<file path="config.mk">
export PLATFORM = sky130hd
export DESIGN_NAME = dual_comparator_control
export DESIGN_NICKNAME = d
export VERILOG_FILES = /design/src/design/cmp_pkg.sv /design/src/design/dual_comparator_control.sv /design/src/design/cmp_sync.sv /design/src/design/cmp_channel.sv
export VERILOG_INCLUDE_DIRS = /design/src /design/src/design
export SDC_FILE = /design/constraint.sdc
export NUM_CORES = 1
export LEC_CHECK = 0
export BUFFER_PORTS_ARGS = -buffer_cell sky130_fd_sc_hd__buf_4
export CORE_MARGIN = 4
export CORE_UTILIZATION = 51
export CTS_BUF_LIST = sky130_fd_sc_hd__clkbuf_8 sky130_fd_sc_hd__clkbuf_16
export DETAILED_ROUTE_END_ITERATION = 7
export PLACE_DENSITY = 0.79
export SKIP_LAST_GASP = 1
export SLEW_MARGIN = 20
export SYNTH_ARGS = -nofsm -noshare
export SYNTH_HDL_FRONTEND = slang
export SYNTH_SLANG_ARGS = --single-unit
export TNS_END_PERCENT = 5
</file>
<file path="constraint.sdc">
create_clock -name core_clk_i -period 1.8 [get_ports core_clk_i]
set_clock_uncertainty 0.15 [all_clocks]
set_input_delay 0.27 -clock core_clk_i [delete_from_list [all_inputs] [get_ports core_clk_i]]
set_output_delay 0.27 -clock core_clk_i [all_outputs]
set_load 0.05 [all_outputs]
</file>
<file path="src/design/cmp_defs.svh">
// Register offsets, field positions, reset values and write masks for the
// dual comparator control block. Assumes an 8-bit special-function bus.
`ifndef CMP_DEFS_SVH
`define CMP_DEFS_SVH

`define CH1_CTRL_ADDR     8'h9a
`define CH0_CTRL_ADDR     8'h9b
`define CH1_MODE_ADDR     8'h9c
`define CH0_MODE_ADDR     8'h9d
`define CH1_MUX_ADDR      8'h9e
`define CH0_MUX_ADDR      8'h9f

`define CTRL_EN_BIT       7
`define CTRL_OUT_BIT      6
`define CTRL_RISE_BIT     5
`define CTRL_FALL_BIT     4
`define CTRL_HYP_HI       3
`define CTRL_HYP_LO       2
`define CTRL_HYN_HI       1
`define CTRL_HYN_LO       0

`define MODE_RIE_BIT      5
`define MODE_FIE_BIT      4
`define MODE_RT_HI        1
`define MODE_RT_LO        0

`define MUX_NEG_HI        5
`define MUX_NEG_LO        4
`define MUX_POS_HI        1
`define MUX_POS_LO        0
`define MUX_WRITE_MASK    8'h33
`define MODE_WRITE_MASK   8'h33

`define CTRL_RESET        8'h00
`define MUX_RESET         8'h00
`define MODE_RESET        8'h02
`define BYTE_ZERO         8'h00

`endif

</file>
<file path="src/design/cmp_pkg.sv">
// Shared types for the dual comparator control block.
// Assumes cmp_defs.svh supplies all numeric constants.
package cmp_pkg;
    typedef logic [7:0] sfr_byte_t;
    typedef logic [1:0] sel2_t;
    typedef enum logic [1:0] {
        sel_code0,
        sel_code1,
        sel_code2,
        sel_code3
    } mux_code_t;
endpackage : cmp_pkg

</file>
<file path="src/design/dual_comparator_control.sv">
// Top of the dual comparator control block: SFR decode, input
// synchronisers and two channels.
// Assumes the analog stage supplies raw comparison results per channel
// and applies the select and hysteresis codes driven here.
//
// Notes on behaviour
// - Two channels share identical control logic; only input pins and reset differ.
// - Each channel drives a raw unclocked output and a clock-latched output.
// - Channel zero output can be selected as a system reset source.
// - A disabled channel drives its pin outputs low.
// - Control bit 7 enables the channel when one.
// - Read-only bit 6 shows the current comparison result while enabled, zero when disabled.
// - Falling edge sets bit 4; rising edge sets bit 5.
// - Edge flags stay set until software writes zero.
// - Rising and falling transitions can request an interrupt.
// - Control bits 3:2 select positive hysteresis for the analog stage.
// - Control bits 1:0 select negative hysteresis, same encoding.
// - Channel zero negative select bits 5:4 pick P1.1, P1.5, P2.1, P2.5.
// - Channel zero positive select bits 1:0 pick P1.0, P1.4, P2.0, P2.4.
// - Channel one negative select bits 5:4 pick P1.3, P1.7, P2.3, P2.7.
// - Channel one positive select bits 1:0 pick P1.2, P1.6, P2.2, P2.6.
// - Unused mux bits read zero and ignore writes.
// - Mode bits 5 and 4 enable rising and falling interrupts.
// - Mode bits 1:0 choose response time; mode resets to two.
`timescale 1ns/10ps
`include "cmp_defs.svh"
module dual_comparator_control (
    input  wire logic               core_clk_i,
    input  wire logic               rstn_i,
    input  wire logic               sfr_wr_i,
    input  wire logic               sfr_rd_i,
    input  wire cmp_pkg::sfr_byte_t sfr_addr_i,
    input  wire cmp_pkg::sfr_byte_t sfr_wdata_i,
    output cmp_pkg::sfr_byte_t      sfr_rdata_o,
    output logic                    sfr_hit_o,
    input  wire logic               ch0_cmp_i,
    input  wire logic               ch1_cmp_i,
    input  wire logic               ch0_reset_sel_i,
    output logic                    ch0_reset_req_o,
    output logic                    ch0_latched_output_o,
    output logic                    ch1_latched_output_o,
    output logic                    ch0_raw_output_o,
    output logic                    ch1_raw_output_o,
    output logic                    ch0_enable_o,
    output logic                    ch1_enable_o,
    output logic                    cmp_irq_o,
    output cmp_pkg::sel2_t          ch0_pos_hyst_o,
    output cmp_pkg::sel2_t          ch0_neg_hyst_o,
    output cmp_pkg::sel2_t          ch1_pos_hyst_o,
    output cmp_pkg::sel2_t          ch1_neg_hyst_o,
    output cmp_pkg::sel2_t          ch0_resp_time_o,
    output cmp_pkg::sel2_t          ch1_resp_time_o,
    output logic [3:0]              ch0_pos_pin_o,
    output logic [3:0]              ch0_neg_pin_o,
    output logic [3:0]              ch1_pos_pin_o,
    output logic [3:0]              ch1_neg_pin_o
);
    import cmp_pkg::*;

    // One-hot pin select; bit n picks the n-th pin of the four listed per field
    function automatic logic [3:0] pin_onehot(input sel2_t code);
        case (mux_code_t'(code))
            sel_code0: pin_onehot = 4'h1;
            sel_code1: pin_onehot = 4'h2;
            sel_code2: pin_onehot = 4'h4;
            sel_code3: pin_onehot = 4'h8;
            default:   pin_onehot = 4'h0;
        endcase
    endfunction : pin_onehot

    // ====================================================================
    // Address decode
    logic      hit_c0;
    logic      hit_c1;
    logic      hit_m0;
    logic      hit_m1;
    logic      hit_x0;
    logic      hit_x1;
    sfr_byte_t c0_rd;
    sfr_byte_t c1_rd;
    sfr_byte_t m0_rd;
    sfr_byte_t m1_rd;
    sfr_byte_t x0_rd;
    sfr_byte_t x1_rd;
    sel2_t     p0_sel;
    sel2_t     n0_sel;
    sel2_t     p1_sel;
    sel2_t     n1_sel;
    logic      irq0;
    logic      irq1;
    logic      ch0_sync;
    logic      ch1_sync;
    sfr_byte_t rdata_next;

    assign hit_c0 = (sfr_addr_i == `CH0_CTRL_ADDR);
    assign hit_c1 = (sfr_addr_i == `CH1_CTRL_ADDR);
    assign hit_m0 = (sfr_addr_i == `CH0_MODE_ADDR);
    assign hit_m1 = (sfr_addr_i == `CH1_MODE_ADDR);
    assign hit_x0 = (sfr_addr_i == `CH0_MUX_ADDR);
    assign hit_x1 = (sfr_addr_i == `CH1_MUX_ADDR);
    assign sfr_hit_o = hit_c0 | hit_c1 | hit_m0 | hit_m1 | hit_x0 | hit_x1;

    // Unmapped addresses read as zero
    assign rdata_next = hit_c0 ? c0_rd :
                        hit_c1 ? c1_rd :
                        hit_m0 ? m0_rd :
                        hit_m1 ? m1_rd :
                        hit_x0 ? x0_rd :
                        hit_x1 ? x1_rd : `BYTE_ZERO;

    always_ff @(posedge core_clk_i) begin
        if (!rstn_i) begin
            sfr_rdata_o <= `BYTE_ZERO;
        end else if (sfr_rd_i) begin
            sfr_rdata_o <= rdata_next;
        end
    end

    // ====================================================================
    // Input synchronisers: raw pins stay asynchronous, while flags and
    // latched outputs only ever see these two-flop copies
    cmp_sync u_sync0 (
        .core_clk_i (core_clk_i),
        .rstn_i     (rstn_i),
        .async_i    (ch0_cmp_i),
        .sync_o     (ch0_sync)
    );

    cmp_sync u_sync1 (
        .core_clk_i (core_clk_i),
        .rstn_i     (rstn_i),
        .async_i    (ch1_cmp_i),
        .sync_o     (ch1_sync)
    );

    // ====================================================================
    // Channels: identical instances
    cmp_channel u_ch0 (
        .core_clk_i  (core_clk_i),
        .rstn_i      (rstn_i),
        .raw_cmp_i   (ch0_cmp_i),
        .sync_cmp_i  (ch0_sync),
        .ctrl_we_i   (sfr_wr_i & hit_c0),
        .mode_we_i   (sfr_wr_i & hit_m0),
        .mux_we_i    (sfr_wr_i & hit_x0),
        .wdata_i     (sfr_wdata_i),
        .ctrl_rd_o   (c0_rd),
        .mode_rd_o   (m0_rd),
        .mux_rd_o    (x0_rd),
        .enable_o    (ch0_enable_o),
        .latched_o   (ch0_latched_output_o),
        .raw_pin_o   (ch0_raw_output_o),
        .irq_o       (irq0),
        .pos_hyst_o  (ch0_pos_hyst_o),
        .neg_hyst_o  (ch0_neg_hyst_o),
        .resp_time_o (ch0_resp_time_o),
        .pos_sel_o   (p0_sel),
        .neg_sel_o   (n0_sel)
    );

    cmp_channel u_ch1 (
        .core_clk_i  (core_clk_i),
        .rstn_i      (rstn_i),
        .raw_cmp_i   (ch1_cmp_i),
        .sync_cmp_i  (ch1_sync),
        .ctrl_we_i   (sfr_wr_i & hit_c1),
        .mode_we_i   (sfr_wr_i & hit_m1),
        .mux_we_i    (sfr_wr_i & hit_x1),
        .wdata_i     (sfr_wdata_i),
        .ctrl_rd_o   (c1_rd),
        .mode_rd_o   (m1_rd),
        .mux_rd_o    (x1_rd),
        .enable_o    (ch1_enable_o),
        .latched_o   (ch1_latched_output_o),
        .raw_pin_o   (ch1_raw_output_o),
        .irq_o       (irq1),
        .pos_hyst_o  (ch1_pos_hyst_o),
        .neg_hyst_o  (ch1_neg_hyst_o),
        .resp_time_o (ch1_resp_time_o),
        .pos_sel_o   (p1_sel),
        .neg_sel_o   (n1_sel)
    );

    // ====================================================================
    // Pin selection, reset path and interrupt
    // Code 3 is still decoded; on the small package software must avoid it
    assign ch0_neg_pin_o = pin_onehot(n0_sel);
    assign ch0_pos_pin_o = pin_onehot(p0_sel);
    assign ch1_neg_pin_o = pin_onehot(n1_sel);
    assign ch1_pos_pin_o = pin_onehot(p1_sel);

    // Reset source uses the latched output so glitches cannot reset the chip
    assign ch0_reset_req_o = ch0_reset_sel_i & ch0_latched_output_o;
    assign cmp_irq_o = irq0 | irq1;

    reset_path_a: assert property (@(posedge core_clk_i) disable iff (!rstn_i)
        ch0_reset_req_o |-> ch0_enable_o && ch0_reset_sel_i)
        else $error("reset request without enable and select");
    pin_onehot_a: assert property (@(posedge core_clk_i) disable iff (!rstn_i)
        $onehot(ch0_neg_pin_o) && $onehot(ch0_pos_pin_o)
        && $onehot(ch1_neg_pin_o) && $onehot(ch1_pos_pin_o))
        else $error("pin select not one-hot");
    ch0_pin_map_a: assert property (@(posedge core_clk_i) disable iff (!rstn_i)
        ch0_neg_pin_o[x0_rd[`MUX_NEG_HI:`MUX_NEG_LO]]
        && ch0_pos_pin_o[x0_rd[`MUX_POS_HI:`MUX_POS_LO]])
        else $error("channel zero pin does not follow its code");
    ch1_pin_map_a: assert property (@(posedge core_clk_i) disable iff (!rstn_i)
        ch1_neg_pin_o[x1_rd[`MUX_NEG_HI:`MUX_NEG_LO]]
        && ch1_pos_pin_o[x1_rd[`MUX_POS_HI:`MUX_POS_LO]])
        else $error("channel one pin does not follow its code");
    ch0_gate_a: assert property (@(posedge core_clk_i) disable iff (!rstn_i)
        !ch0_enable_o |-> !ch0_raw_output_o && !ch0_latched_output_o)
        else $error("channel zero output high while disabled");
    ch1_gate_a: assert property (@(posedge core_clk_i) disable iff (!rstn_i)
        !ch1_enable_o |-> !ch1_raw_output_o && !ch1_latched_output_o)
        else $error("channel one output high while disabled");
    state_bit_a: assert property (@(posedge core_clk_i) disable iff (!rstn_i)
        (!ch0_enable_o || c0_rd[`CTRL_OUT_BIT] == ch0_sync)
        && (!ch1_enable_o || c1_rd[`CTRL_OUT_BIT] == ch1_sync))
        else $error("output state bit does not follow comparison");
    hyst_pass_a: assert property (@(posedge core_clk_i) disable iff (!rstn_i)
        ch0_pos_hyst_o == c0_rd[`CTRL_HYP_HI:`CTRL_HYP_LO]
        && ch0_neg_hyst_o == c0_rd[`CTRL_HYN_HI:`CTRL_HYN_LO]
        && ch1_pos_hyst_o == c1_rd[`CTRL_HYP_HI:`CTRL_HYP_LO]
        && ch1_neg_hyst_o == c1_rd[`CTRL_HYN_HI:`CTRL_HYN_LO])
        else $error("hysteresis code differs from control register");
    resp_pass_a: assert property (@(posedge core_clk_i) disable iff (!rstn_i)
        ch0_resp_time_o == m0_rd[`MODE_RT_HI:`MODE_RT_LO]
        && ch1_resp_time_o == m1_rd[`MODE_RT_HI:`MODE_RT_LO])
        else $error("response time differs from mode register");
    ch1_no_reset_a: assert property (@(posedge core_clk_i) disable iff (!rstn_i)
        !ch0_latched_output_o |-> !ch0_reset_req_o)
        else $error("reset request not from channel zero");
    irq_source_a: assert property (@(posedge core_clk_i) disable iff (!rstn_i)
        cmp_irq_o |-> c0_rd[`CTRL_RISE_BIT] || c0_rd[`CTRL_FALL_BIT]
                      || c1_rd[`CTRL_RISE_BIT] || c1_rd[`CTRL_FALL_BIT])
        else $error("interrupt without edge flag");
endmodule : dual_comparator_control

</file>
<file path="src/design/cmp_sync.sv">
// Two-flip-flop synchroniser for one raw comparator output.
// Assumes a single system clock and synchronous active-low reset.
`timescale 1ns/10ps
module cmp_sync (
    input  wire logic core_clk_i,
    input  wire logic rstn_i,
    input  wire logic async_i,
    output logic      sync_o
);
    logic meta_reg;
    logic sync_reg;

    // First stage feeds only the second stage
    always_ff @(posedge core_clk_i) begin
        if (!rstn_i) begin
            meta_reg <= 1'b0;
            sync_reg <= 1'b0;
        end else begin
            meta_reg <= async_i;
            sync_reg <= meta_reg;
        end
    end

    assign sync_o = sync_reg;
endmodule : cmp_sync

</file>
<file path="src/design/cmp_channel.sv">
// One comparator channel: control, mode and mux registers, output latch,
// edge flags and interrupt request. Assumes the top decodes addresses
// and hands in the two-flop synchronised comparison.
`timescale 1ns/10ps
`include "cmp_defs.svh"
module cmp_channel (
    input  wire logic               core_clk_i,
    input  wire logic               rstn_i,
    input  wire logic               raw_cmp_i,
    input  wire logic               sync_cmp_i,
    input  wire logic               ctrl_we_i,
    input  wire logic               mode_we_i,
    input  wire logic               mux_we_i,
    input  wire cmp_pkg::sfr_byte_t wdata_i,
    output cmp_pkg::sfr_byte_t      ctrl_rd_o,
    output cmp_pkg::sfr_byte_t      mode_rd_o,
    output cmp_pkg::sfr_byte_t      mux_rd_o,
    output logic                    enable_o,
    output logic                    latched_o,
    output logic                    raw_pin_o,
    output logic                    irq_o,
    output cmp_pkg::sel2_t          pos_hyst_o,
    output cmp_pkg::sel2_t          neg_hyst_o,
    output cmp_pkg::sel2_t          resp_time_o,
    output cmp_pkg::sel2_t          pos_sel_o,
    output cmp_pkg::sel2_t          neg_sel_o
);
    import cmp_pkg::*;

    sfr_byte_t ctrl_reg;
    sfr_byte_t mode_reg;
    sfr_byte_t mux_reg;
    logic      sync_val;
    logic      prev_reg;
    logic      rise_evt;
    logic      fall_evt;
    logic      rise_next;
    logic      fall_next;
    logic      enable_next;

    // Synchronised at the top so the raw path never meets flag logic
    assign sync_val    = sync_cmp_i;

    assign enable_o    = ctrl_reg[`CTRL_EN_BIT];
    // Next enable, so the latched pin drops in the same cycle as the enable
    assign enable_next = ctrl_we_i ? wdata_i[`CTRL_EN_BIT] : ctrl_reg[`CTRL_EN_BIT];
    assign rise_evt    = enable_o & sync_val & ~prev_reg;
    assign fall_evt    = enable_o & ~sync_val & prev_reg;
    // Set beats a same-cycle software clear
    assign rise_next   = rise_evt | (ctrl_we_i ? wdata_i[`CTRL_RISE_BIT]
                                               : ctrl_reg[`CTRL_RISE_BIT]);
    assign fall_next   = fall_evt | (ctrl_we_i ? wdata_i[`CTRL_FALL_BIT]
                                               : ctrl_reg[`CTRL_FALL_BIT]);

    always_ff @(posedge core_clk_i) begin
        if (!rstn_i) begin
            ctrl_reg  <= `CTRL_RESET;
            mode_reg  <= `MODE_RESET;
            mux_reg   <= `MUX_RESET;
            prev_reg  <= 1'b0;
            latched_o <= 1'b0;
        end else begin
            prev_reg  <= sync_val;
            latched_o <= enable_next & sync_val;
            ctrl_reg[`CTRL_RISE_BIT] <= rise_next;
            ctrl_reg[`CTRL_FALL_BIT] <= fall_next;
            ctrl_reg[`CTRL_OUT_BIT]  <= 1'b0;
            if (ctrl_we_i) begin
                ctrl_reg[`CTRL_EN_BIT] <= wdata_i[`CTRL_EN_BIT];
                ctrl_reg[`CTRL_HYP_HI:`CTRL_HYN_LO] <= wdata_i[`CTRL_HYP_HI:`CTRL_HYN_LO];
            end
            if (mode_we_i) begin
                mode_reg <= wdata_i & `MODE_WRITE_MASK;
            end
            if (mux_we_i) begin
                mux_reg <= wdata_i & `MUX_WRITE_MASK;
            end
        end
    end

    // Output state bit reads live synchronised comparison ANDed with the enable bit
    assign ctrl_rd_o   = {ctrl_reg[`CTRL_EN_BIT], sync_val & enable_o,
                          ctrl_reg[`CTRL_RISE_BIT:`CTRL_HYN_LO]};
    assign mode_rd_o   = mode_reg;
    assign mux_rd_o    = mux_reg;
    assign raw_pin_o   = enable_o & raw_cmp_i;
    assign irq_o       = (ctrl_reg[`CTRL_RISE_BIT] & mode_reg[`MODE_RIE_BIT])
                       | (ctrl_reg[`CTRL_FALL_BIT] & mode_reg[`MODE_FIE_BIT]);
    assign pos_hyst_o  = ctrl_reg[`CTRL_HYP_HI:`CTRL_HYP_LO];
    assign neg_hyst_o  = ctrl_reg[`CTRL_HYN_HI:`CTRL_HYN_LO];
    assign resp_time_o = mode_reg[`MODE_RT_HI:`MODE_RT_LO];
    assign pos_sel_o   = mux_reg[`MUX_POS_HI:`MUX_POS_LO];
    assign neg_sel_o   = mux_reg[`MUX_NEG_HI:`MUX_NEG_LO];

    sticky_rise_a: assert property (@(posedge core_clk_i) disable iff (!rstn_i)
        ctrl_reg[`CTRL_RISE_BIT] && !(ctrl_we_i && !wdata_i[`CTRL_RISE_BIT])
        |=> ctrl_reg[`CTRL_RISE_BIT])
        else $error("rising flag dropped without clear");
    sticky_fall_a: assert property (@(posedge core_clk_i) disable iff (!rstn_i)
        ctrl_reg[`CTRL_FALL_BIT] && !(ctrl_we_i && !wdata_i[`CTRL_FALL_BIT])
        |=> ctrl_reg[`CTRL_FALL_BIT])
        else $error("falling flag dropped without clear");
    set_wins_a: assert property (@(posedge core_clk_i) disable iff (!rstn_i)
        rise_evt |=> ctrl_reg[`CTRL_RISE_BIT])
        else $error("rising edge lost");
    fall_set_a: assert property (@(posedge core_clk_i) disable iff (!rstn_i)
        enable_o && prev_reg && !sync_val |=> ctrl_reg[`CTRL_FALL_BIT])
        else $error("falling edge not flagged");
    disabled_low_a: assert property (@(posedge core_clk_i) disable iff (!rstn_i)
        !enable_o |-> !raw_pin_o && !latched_o)
        else $error("disabled output not low");
    irq_gate_a: assert property (@(posedge core_clk_i) disable iff (!rstn_i)
        irq_o |-> (mode_reg[`MODE_RIE_BIT] || mode_reg[`MODE_FIE_BIT]))
        else $error("irq without enable");
    mux_clean_a: assert property (@(posedge core_clk_i) disable iff (!rstn_i)
        (mux_reg & ~`MUX_WRITE_MASK) == `BYTE_ZERO)
        else $error("unused mux bits set");
endmodule : cmp_channel

</file>
# Word-level counts from Yosys, hierarchy flattened
# Cells that the tools add are included.
# word_totals
register_bits,46
in_bits,23
output_inout_bits,45
wordCells,94
# op_classes
n_eq_ne,18
mux,16
n_bitwise,39
n_reduce_logical,4
# ops
cell,count
case mux 4 bit (4 select lines),4
"equality test 8 bit, second input constant",6
two-way mux 6 bit,4
AND 1 bit,23
"equality test 2 bit, second input constant",8
two-way mux 8 bit,2
OR 1 bit,12
"equality test 2 x 1 -> 1 bit, second input constant",4
zero test 2 bit,4
two-way mux 1 bit,6
NOT 1 bit,4

# Depth between registers and ports, before layout
# Gate-level depths: netlist of the first run.
# depth
ltp_word,7
depth_mapped,6
ltp_nobuf,4

# Cells and area by module
# Synthesis of the first run repeated with hierarchy kept, for this count alone.
# hier_totals
cells_unflattened,280
area_unflattened_um2,2756.4
# modules_own_cells
mod,instances,cells_each,area_each_um2,seq_area_each_um2
cmp_channel,2,78,817.0,340.3
dual_comparator_control,1,116,1017.2,160.2
cmp_sync,2,4,52.6,40.0

# Least setup slack after synthesis of the first run
# No wires, ideal clock.
# synth_path
path_kind,input -> output
start,input port sfr_addr_i[1]
end,output port sfr_hit_o
arrival_ns,1.435
required_time_ns,1.380
path_slack_ns,-0.055
path_stages,4
n_path_buf,2
cell_sequence,buf_2 -> clkbuf_1 -> o21ai_0 -> nor2_1
# synth_between
elab_chain_cells,6
elab_cells_between_ends,11
cone_classes,eq/ne (6); bitwise (5)
# synth_lines
element,line,text
"start, declared",dual_comparator_control.sv:32,"input wire cmp_pkg::sfr_byte_t sfr_addr_i,"
equality test 8 bit (no line),-,
OR 1 bit (4 in series),dual_comparator_control.sv:101,assign sfr_hit_o = hit_c0 | hit_c1 | hit_m0 | hit_m1 | hit_x0 | hit_x1;
OR 1 bit (*),dual_comparator_control.sv:101,
"end, declared",dual_comparator_control.sv:35,"output logic sfr_hit_o,"
# Every way passes the cells marked *; elsewhere a longest branch is shown, timed or not.

# Worst setup path after layout of the first run
# layout_path
start,input port sfr_addr_i[6]
end,output port sfr_hit_o
# The elaborated chain is that of the path after synthesis.

==> qor.csv, run 1 <==
metric,value,unit
clock slew at reported path FFs,80,ps
Cell variety after synth,39,
"Max FO, Critical Path",5,
area of the multi-input gates,1180,um^2
most frequent cells in the layout,"buf_4 (75), dfxtp_1 (46), nor2b_1 (29)",
RSZ-0062 raised after global routing,false,
worst skew pair latency,300,ps
Placement Cell Area,2740,um^2
CTS Sinks,46,
fin. max-slew vios,0,
DRC Markers,0,
area grow syn2layout,25.6,%
critical path type,in2out,
Min-Delay Path Class,in2reg,
CP Launch Type,input port,
core area,4140,um^2
Cell Rows,23,
CP top delay family,buffers and inverters,
initial antenna violation count,0,
CP cell instances,buf_4 -> nand4bb_1 -> buf_4 -> nor2_2 -> buf_4,
first-pass GRT wire length,8290,um
die area,5570,um^2
largest net degree at the start of global routing,32,
synthesized flop and latch total,46,
flop2flop setup slack,590,ps
fraction of layout cells with a size suffix above 1,30.2,%
"non-filler cells, final",355,
FF+latch area,921,um^2
Tcrit/Tclk final,95.1,%
sequential share of the synthesized area,40.6,%
I/O Buffers,66,
total gr overflow,0,
cts hold-fix bufs,0,
Post-Syn Instances,246,
Rel. slew slack,71.7,%
final hold violation count,0,
slowest cell delay on critical path,350,ps
initial detailed-routing violation count,123,
Routed Antenna Nets,0,
MaxCap Viol Count,0,
CTS tree,done,
# IOs,68,
max reg flops,8,
vias per cell,5.58,
design area,2850,um^2
Final nets,327,
total CTS buffers,5,
Peak Freq,584,MHz
Layout fillers,362,
Least-Margin Pin Slew,424,ps
"Slowest-stage cell, CP",nand4bb_1,
Root Driver,clkbuf_8,
Die Wd,74.7,um
critical path endpoint category,output pin,
H-tree levels,2,
initial core utilization,54.7,%
Pwr Density,673,nW/um^2
min Tclk post-route,1710,ps
# Post-CTS Setup Buffers,0,
Ant. Diodes,0,
"most used cell, CP",buf_4,
Clock Path Buffers,2,
wire length per cell,15.2,um
Post-Syn Nets,269,
worst vdd ir,0.000510,V
die span in y,74.7,um
status,"finished, final reports clean",
DR pass1 iterations,4,
Total GRT Usage,19.8,%
"most common cell after layout, fill and taps aside",buf_4,
PostCTS Resize Cnt,0,
final setup fails,0,
routability cong.,0.843,
total wire length,5380,um
leakage power,1.21,nW
vias in the first global route,1760,
Syn Area/Cell,9.21,um^2
Crit path buffers/inverters,3,
Inst Count DP,347,
placed wire-length estimate,4060,um
final core occ,68.7,%
yosys warns,0,
Worst EP required,1380,ps
"Arr. time, crit path",1290,ps
Post-Syn Area,2270,um^2
via count,1980,
==> area by class of cell <==
cell class | instances | share of cell area, %
clock buffer | 5 | 2.42
clock inverter | 3 | 1.32
inverter | 3 | 0.396
multi-input combinational | 173 | 41.5
sequential | 46 | 32.4
tap | 50 | 2.20
timing repair buffer | 75 | 19.8
==> kinds of logic after synthesis <==
logic type	share of synthesized area [%]
multiplexers	9.94
buffers and inverters	7.29
flip-flops	40.6
AO/OA/AOI/OAI	14.1
AND/OR/NAND/NOR	28.1
==> report_power, final <==
part | switching [mW] | internal, mW | leakage (nW)
combinational | 0.0842 | 0.0689 | 0.781
clock | 0.334 | 0.404 | 0.0607
sequential | 0.00304 | 1.02 | 0.371
total | 0.421 | 1.50 | 1.21
==> stage by stage <==
stage	hold WS (ps)	worst slack [ps]	setup TNS (ps)	power, mW
2_1_floorplan	242	146	0	1.13
3_3_place_gp	263	-2.83	-9.11	1.20
3_5_place_dp	268	-16.2	-36.0	1.20
4_1_cts	21.7	99.1	0	1.94
5_1_grt	21.5	23.5	0	2.00
6_report	28.3	88.3	0	1.92
==> per-layer routing <==
metal / routed length (um) / global-route usage (%)
met5: 0 / 0
met4: 99 / 10.3
met3: 376 / 5.07
met2: 2600 / 30.1
met1: 2310 / 26.0
==> cell usage after synthesis <==
master,n,area [um^2]
nand2b_1,4,25.0
nor3_4,1,16.3
nand3b_2,1,11.3
a22o_1,4,35.0
inv_2,1,3.75
a32oi_1,4,35.0
clkbuf_1,7,26.3
a2bb2oi_1,3,26.3
o211ai_1,1,7.51
or2_2,3,18.8
and4_4,1,11.3
mux2i_1,21,210
mux2_4,1,15.0
and3b_1,3,26.3
nor2b_1,29,181
a211o_2,1,10.0
a22oi_1,5,37.5
nor3b_1,1,7.51
dfxtp_1,46,921
buf_2,3,15.0
inv_1,2,7.51
o311ai_0,3,26.3
nor2_1,9,33.8
and2_1,15,93.8
nand3b_1,4,30.0
and3_1,1,6.26
o21ai_0,15,75.1
a31oi_1,5,31.3
buf_6,2,22.5
and4bb_2,1,12.5
nand4_1,5,31.3
nand4bb_1,1,11.3
nand3_1,13,65.1
nand2_1,12,45.0
o21ai_1,1,5.00
nand4b_1,1,8.76
a21boi_1,3,22.5
buf_4,12,90.1
o21a_1,1,7.51
==> worst paths after layout <==
| check | from | cells past startpoint | endpoint |
|---|---|---|---|
| setup / recovery | sfr_addr_i[6] | 5 | sfr_hit_o |
| hold / removal | ch1_cmp_i | 2 | u_sync1.meta_reg$_SDFF_PN0_ |
| setup reg to reg | u_ch1.mux_rd_o[4]$_SDFFE_PN0P_ | 4 | sfr_rdata_o[4]$_SDFFE_PN0P_ |
| hold reg to reg | u_sync0.meta_reg$_SDFF_PN0_ | 1 | u_sync0.sync_o$_SDFF_PN0_ |
No activity file was read; power rests on OpenSTA's default activity.
==> run 2: changes to the inputs <==
--- a/config.mk
+++ b/config.mk
@@ -8,10 +8,10 @@
 export LEC_CHECK = 0
 export BUFFER_PORTS_ARGS = -buffer_cell sky130_fd_sc_hd__buf_4
 export CORE_MARGIN = 4
-export CORE_UTILIZATION = 51
+export CORE_UTILIZATION = 48
 export CTS_BUF_LIST = sky130_fd_sc_hd__clkbuf_8 sky130_fd_sc_hd__clkbuf_16
 export DETAILED_ROUTE_END_ITERATION = 7
-export PLACE_DENSITY = 0.79
+export PLACE_DENSITY = 0.75
 export SKIP_LAST_GASP = 1
 export SLEW_MARGIN = 20
 export SYNTH_ARGS = -nofsm -noshare
==> run 2 against run 1 <==
Effect of this change: final cell count rose by 0.56%; combinational power hardly changed; hold slack is essentially flat; register-to-register slack about the same; fmax rose by 11%; critical endpoint is now ch0_raw_output_o.
==> qor.csv, run 2 (synthesized netlist as in run 1, its figures left out) <==
metric,value,unit
status,"finished, final reports clean",
reg2reg end,sfr_rdata_o[4]$_SDFFE_PN0P_,
DR pass1 iterations,4,
Worst EP required,1380,ps
internal power,1.51,mW
Place WS,97.1,ps
min Tclk post-route,1540,ps
PostCTS Resize Cnt,0,
Inst Count DP,349,
"non-filler cells, final",357,
Final nets,327,
final setup fails,0,
total wire length,5290,um
"Max FO, Critical Path",7,
final hold violation count,0,
initial antenna violation count,0,
fraction of layout cells with a size suffix above 1,30.8,%
Sw Pwr,0.445,mW
Ant. Diodes,0,
H-tree levels,2,
area grow syn2layout,26.0,%
Least-Margin Pin Slew,421,ps
sequential cell fraction of total power,52.6,%
total CTS buffers,5,
cts hold-fix bufs,0,
critical path type,reg2out,
max reg flops,8,
vias per cell,5.52,
"most common cell after layout, fill and taps aside",buf_4,
Logic pwr share,7.9,%
reg-to-reg startpoint,u_ch1.mux_rd_o[4]$_SDFFE_PN0P_,
die span in y,76.7,um
via count,1970,
design area,2860,um^2
CP Launch Type,flip-flop,
setup TNS,0,ps
first-pass GRT wire length,8740,um
worst skew pair latency,300,ps
most frequent cells in the layout,"buf_4 (75), dfxtp_1 (46), nor2b_1 (29)",
die area,5880,um^2
hold depth,2,
Total GRT Usage,18.4,%
Min-Delay Path Class,in2reg,
max layer used,met4,
Clock Path Buffers,2,
# Post-CTS Setup Buffers,0,
# IOs,68,
Routed Antenna Nets,0,
critical path endpoint category,output pin,
MaxCap Viol Count,0,
met1 WL,2260,um
core area,4470,um^2
clock slew at reported path FFs,90,ps
Pwr Density,684,nW/um^2
met3 routed WL,340,um
Die Wd,76.7,um
Cell Rows,24,
initial detailed-routing violation count,143,
Peak Freq,647,MHz
Rel. slew slack,71.6,%
power share of the clock group,39.6,%
total power,1.95,mW
Hold Crit Start,ch0_cmp_i,
Worst R2R Path Depth,4,
DRC Markers,0,
final core occ,63.8,%
routability cong.,0.826,
CTS tree,done,
placed wire-length estimate,3930,um
total gr overflow,0,
vias in the first global route,1842,
Root Driver,clkbuf_8,
Placement Cell Area,2740,um^2
CTS Sinks,46,
I/O Buffers,66,
Tcrit/Tclk final,85.8,%
hold slack final,27.9,ps
fin. max-slew vios,0,
Met2 Wirelength,2610,um
initial core utilization,50.6,%
leakage power,1.21,nW
worst vdd ir,0.000458,V
"Arr. time, crit path",1120,ps
RSZ-0062 raised after global routing,false,
wire length per cell,14.8,um
Net Sw Frac,22.8,%
largest net degree at the start of global routing,33,
flop2flop setup slack,590,ps
Hold Path Sink,u_sync0.meta_reg$_SDFF_PN0_,
Setup WS post-layout,255,ps
==> run 2: worst max path at each step <==
stage / slack (ps) / startpoint / end
finish: 260 / u_ch0.ctrl_reg[7]$_SDFF_PN0_ / ch0_raw_output_o
CTS: 240 / u_ch0.ctrl_reg[7]$_SDFF_PN0_ / ch0_raw_output_o
global route: 170 / u_ch0.ctrl_reg[7]$_SDFF_PN0_ / ch0_raw_output_o
floorplan: 150 / sfr_addr_i[6] / u_ch1.ctrl_reg[5]$_SDFF_PN0_
detailed placement: 100 / sfr_addr_i[6] / u_ch1.ctrl_reg[5]$_SDFF_PN0_
global placement: 100 / sfr_addr_i[6] / u_ch1.ctrl_reg[5]$_SDFF_PN0_
==> run 2: final cells by class <==
type	instances	area (um^2)
well taps	52	65.1
multi-input cells	173	1180
fillers	398	1620
repair buffers	75	563
clock buffers	5	68.8
clock inverters	3	43.8
inverters	3	11.3
flip-flops and latches	46	921
==> run 2: layer usage <==
layer  GRT usage (%)  vias to the layer above
li1                -                      980
met1            23.0                      928
met2            30.4                       56
met3            4.45                        6
met4            7.07                        0
met5               0                        -
==> run 2: worst max-delay path: stages (launching register included) <==
cell	delay, ps
dfxtp_1	460
and2_1	170
buf_4	190
==> run 2: power groups by stage <==
| stage | clock network [mW] | registers [mW] | logic, mW |
|---|---|---|---|
| global route | 0.833 | 1.03 | 0.170 |
| CTS | 0.789 | 1.03 | 0.154 |
| finish | 0.773 | 1.03 | 0.154 |
| global placement | 0 | 1.05 | 0.151 |
| detailed placement | 0 | 1.05 | 0.153 |
| floorplan | 0 | 1.05 | 0.0832 |
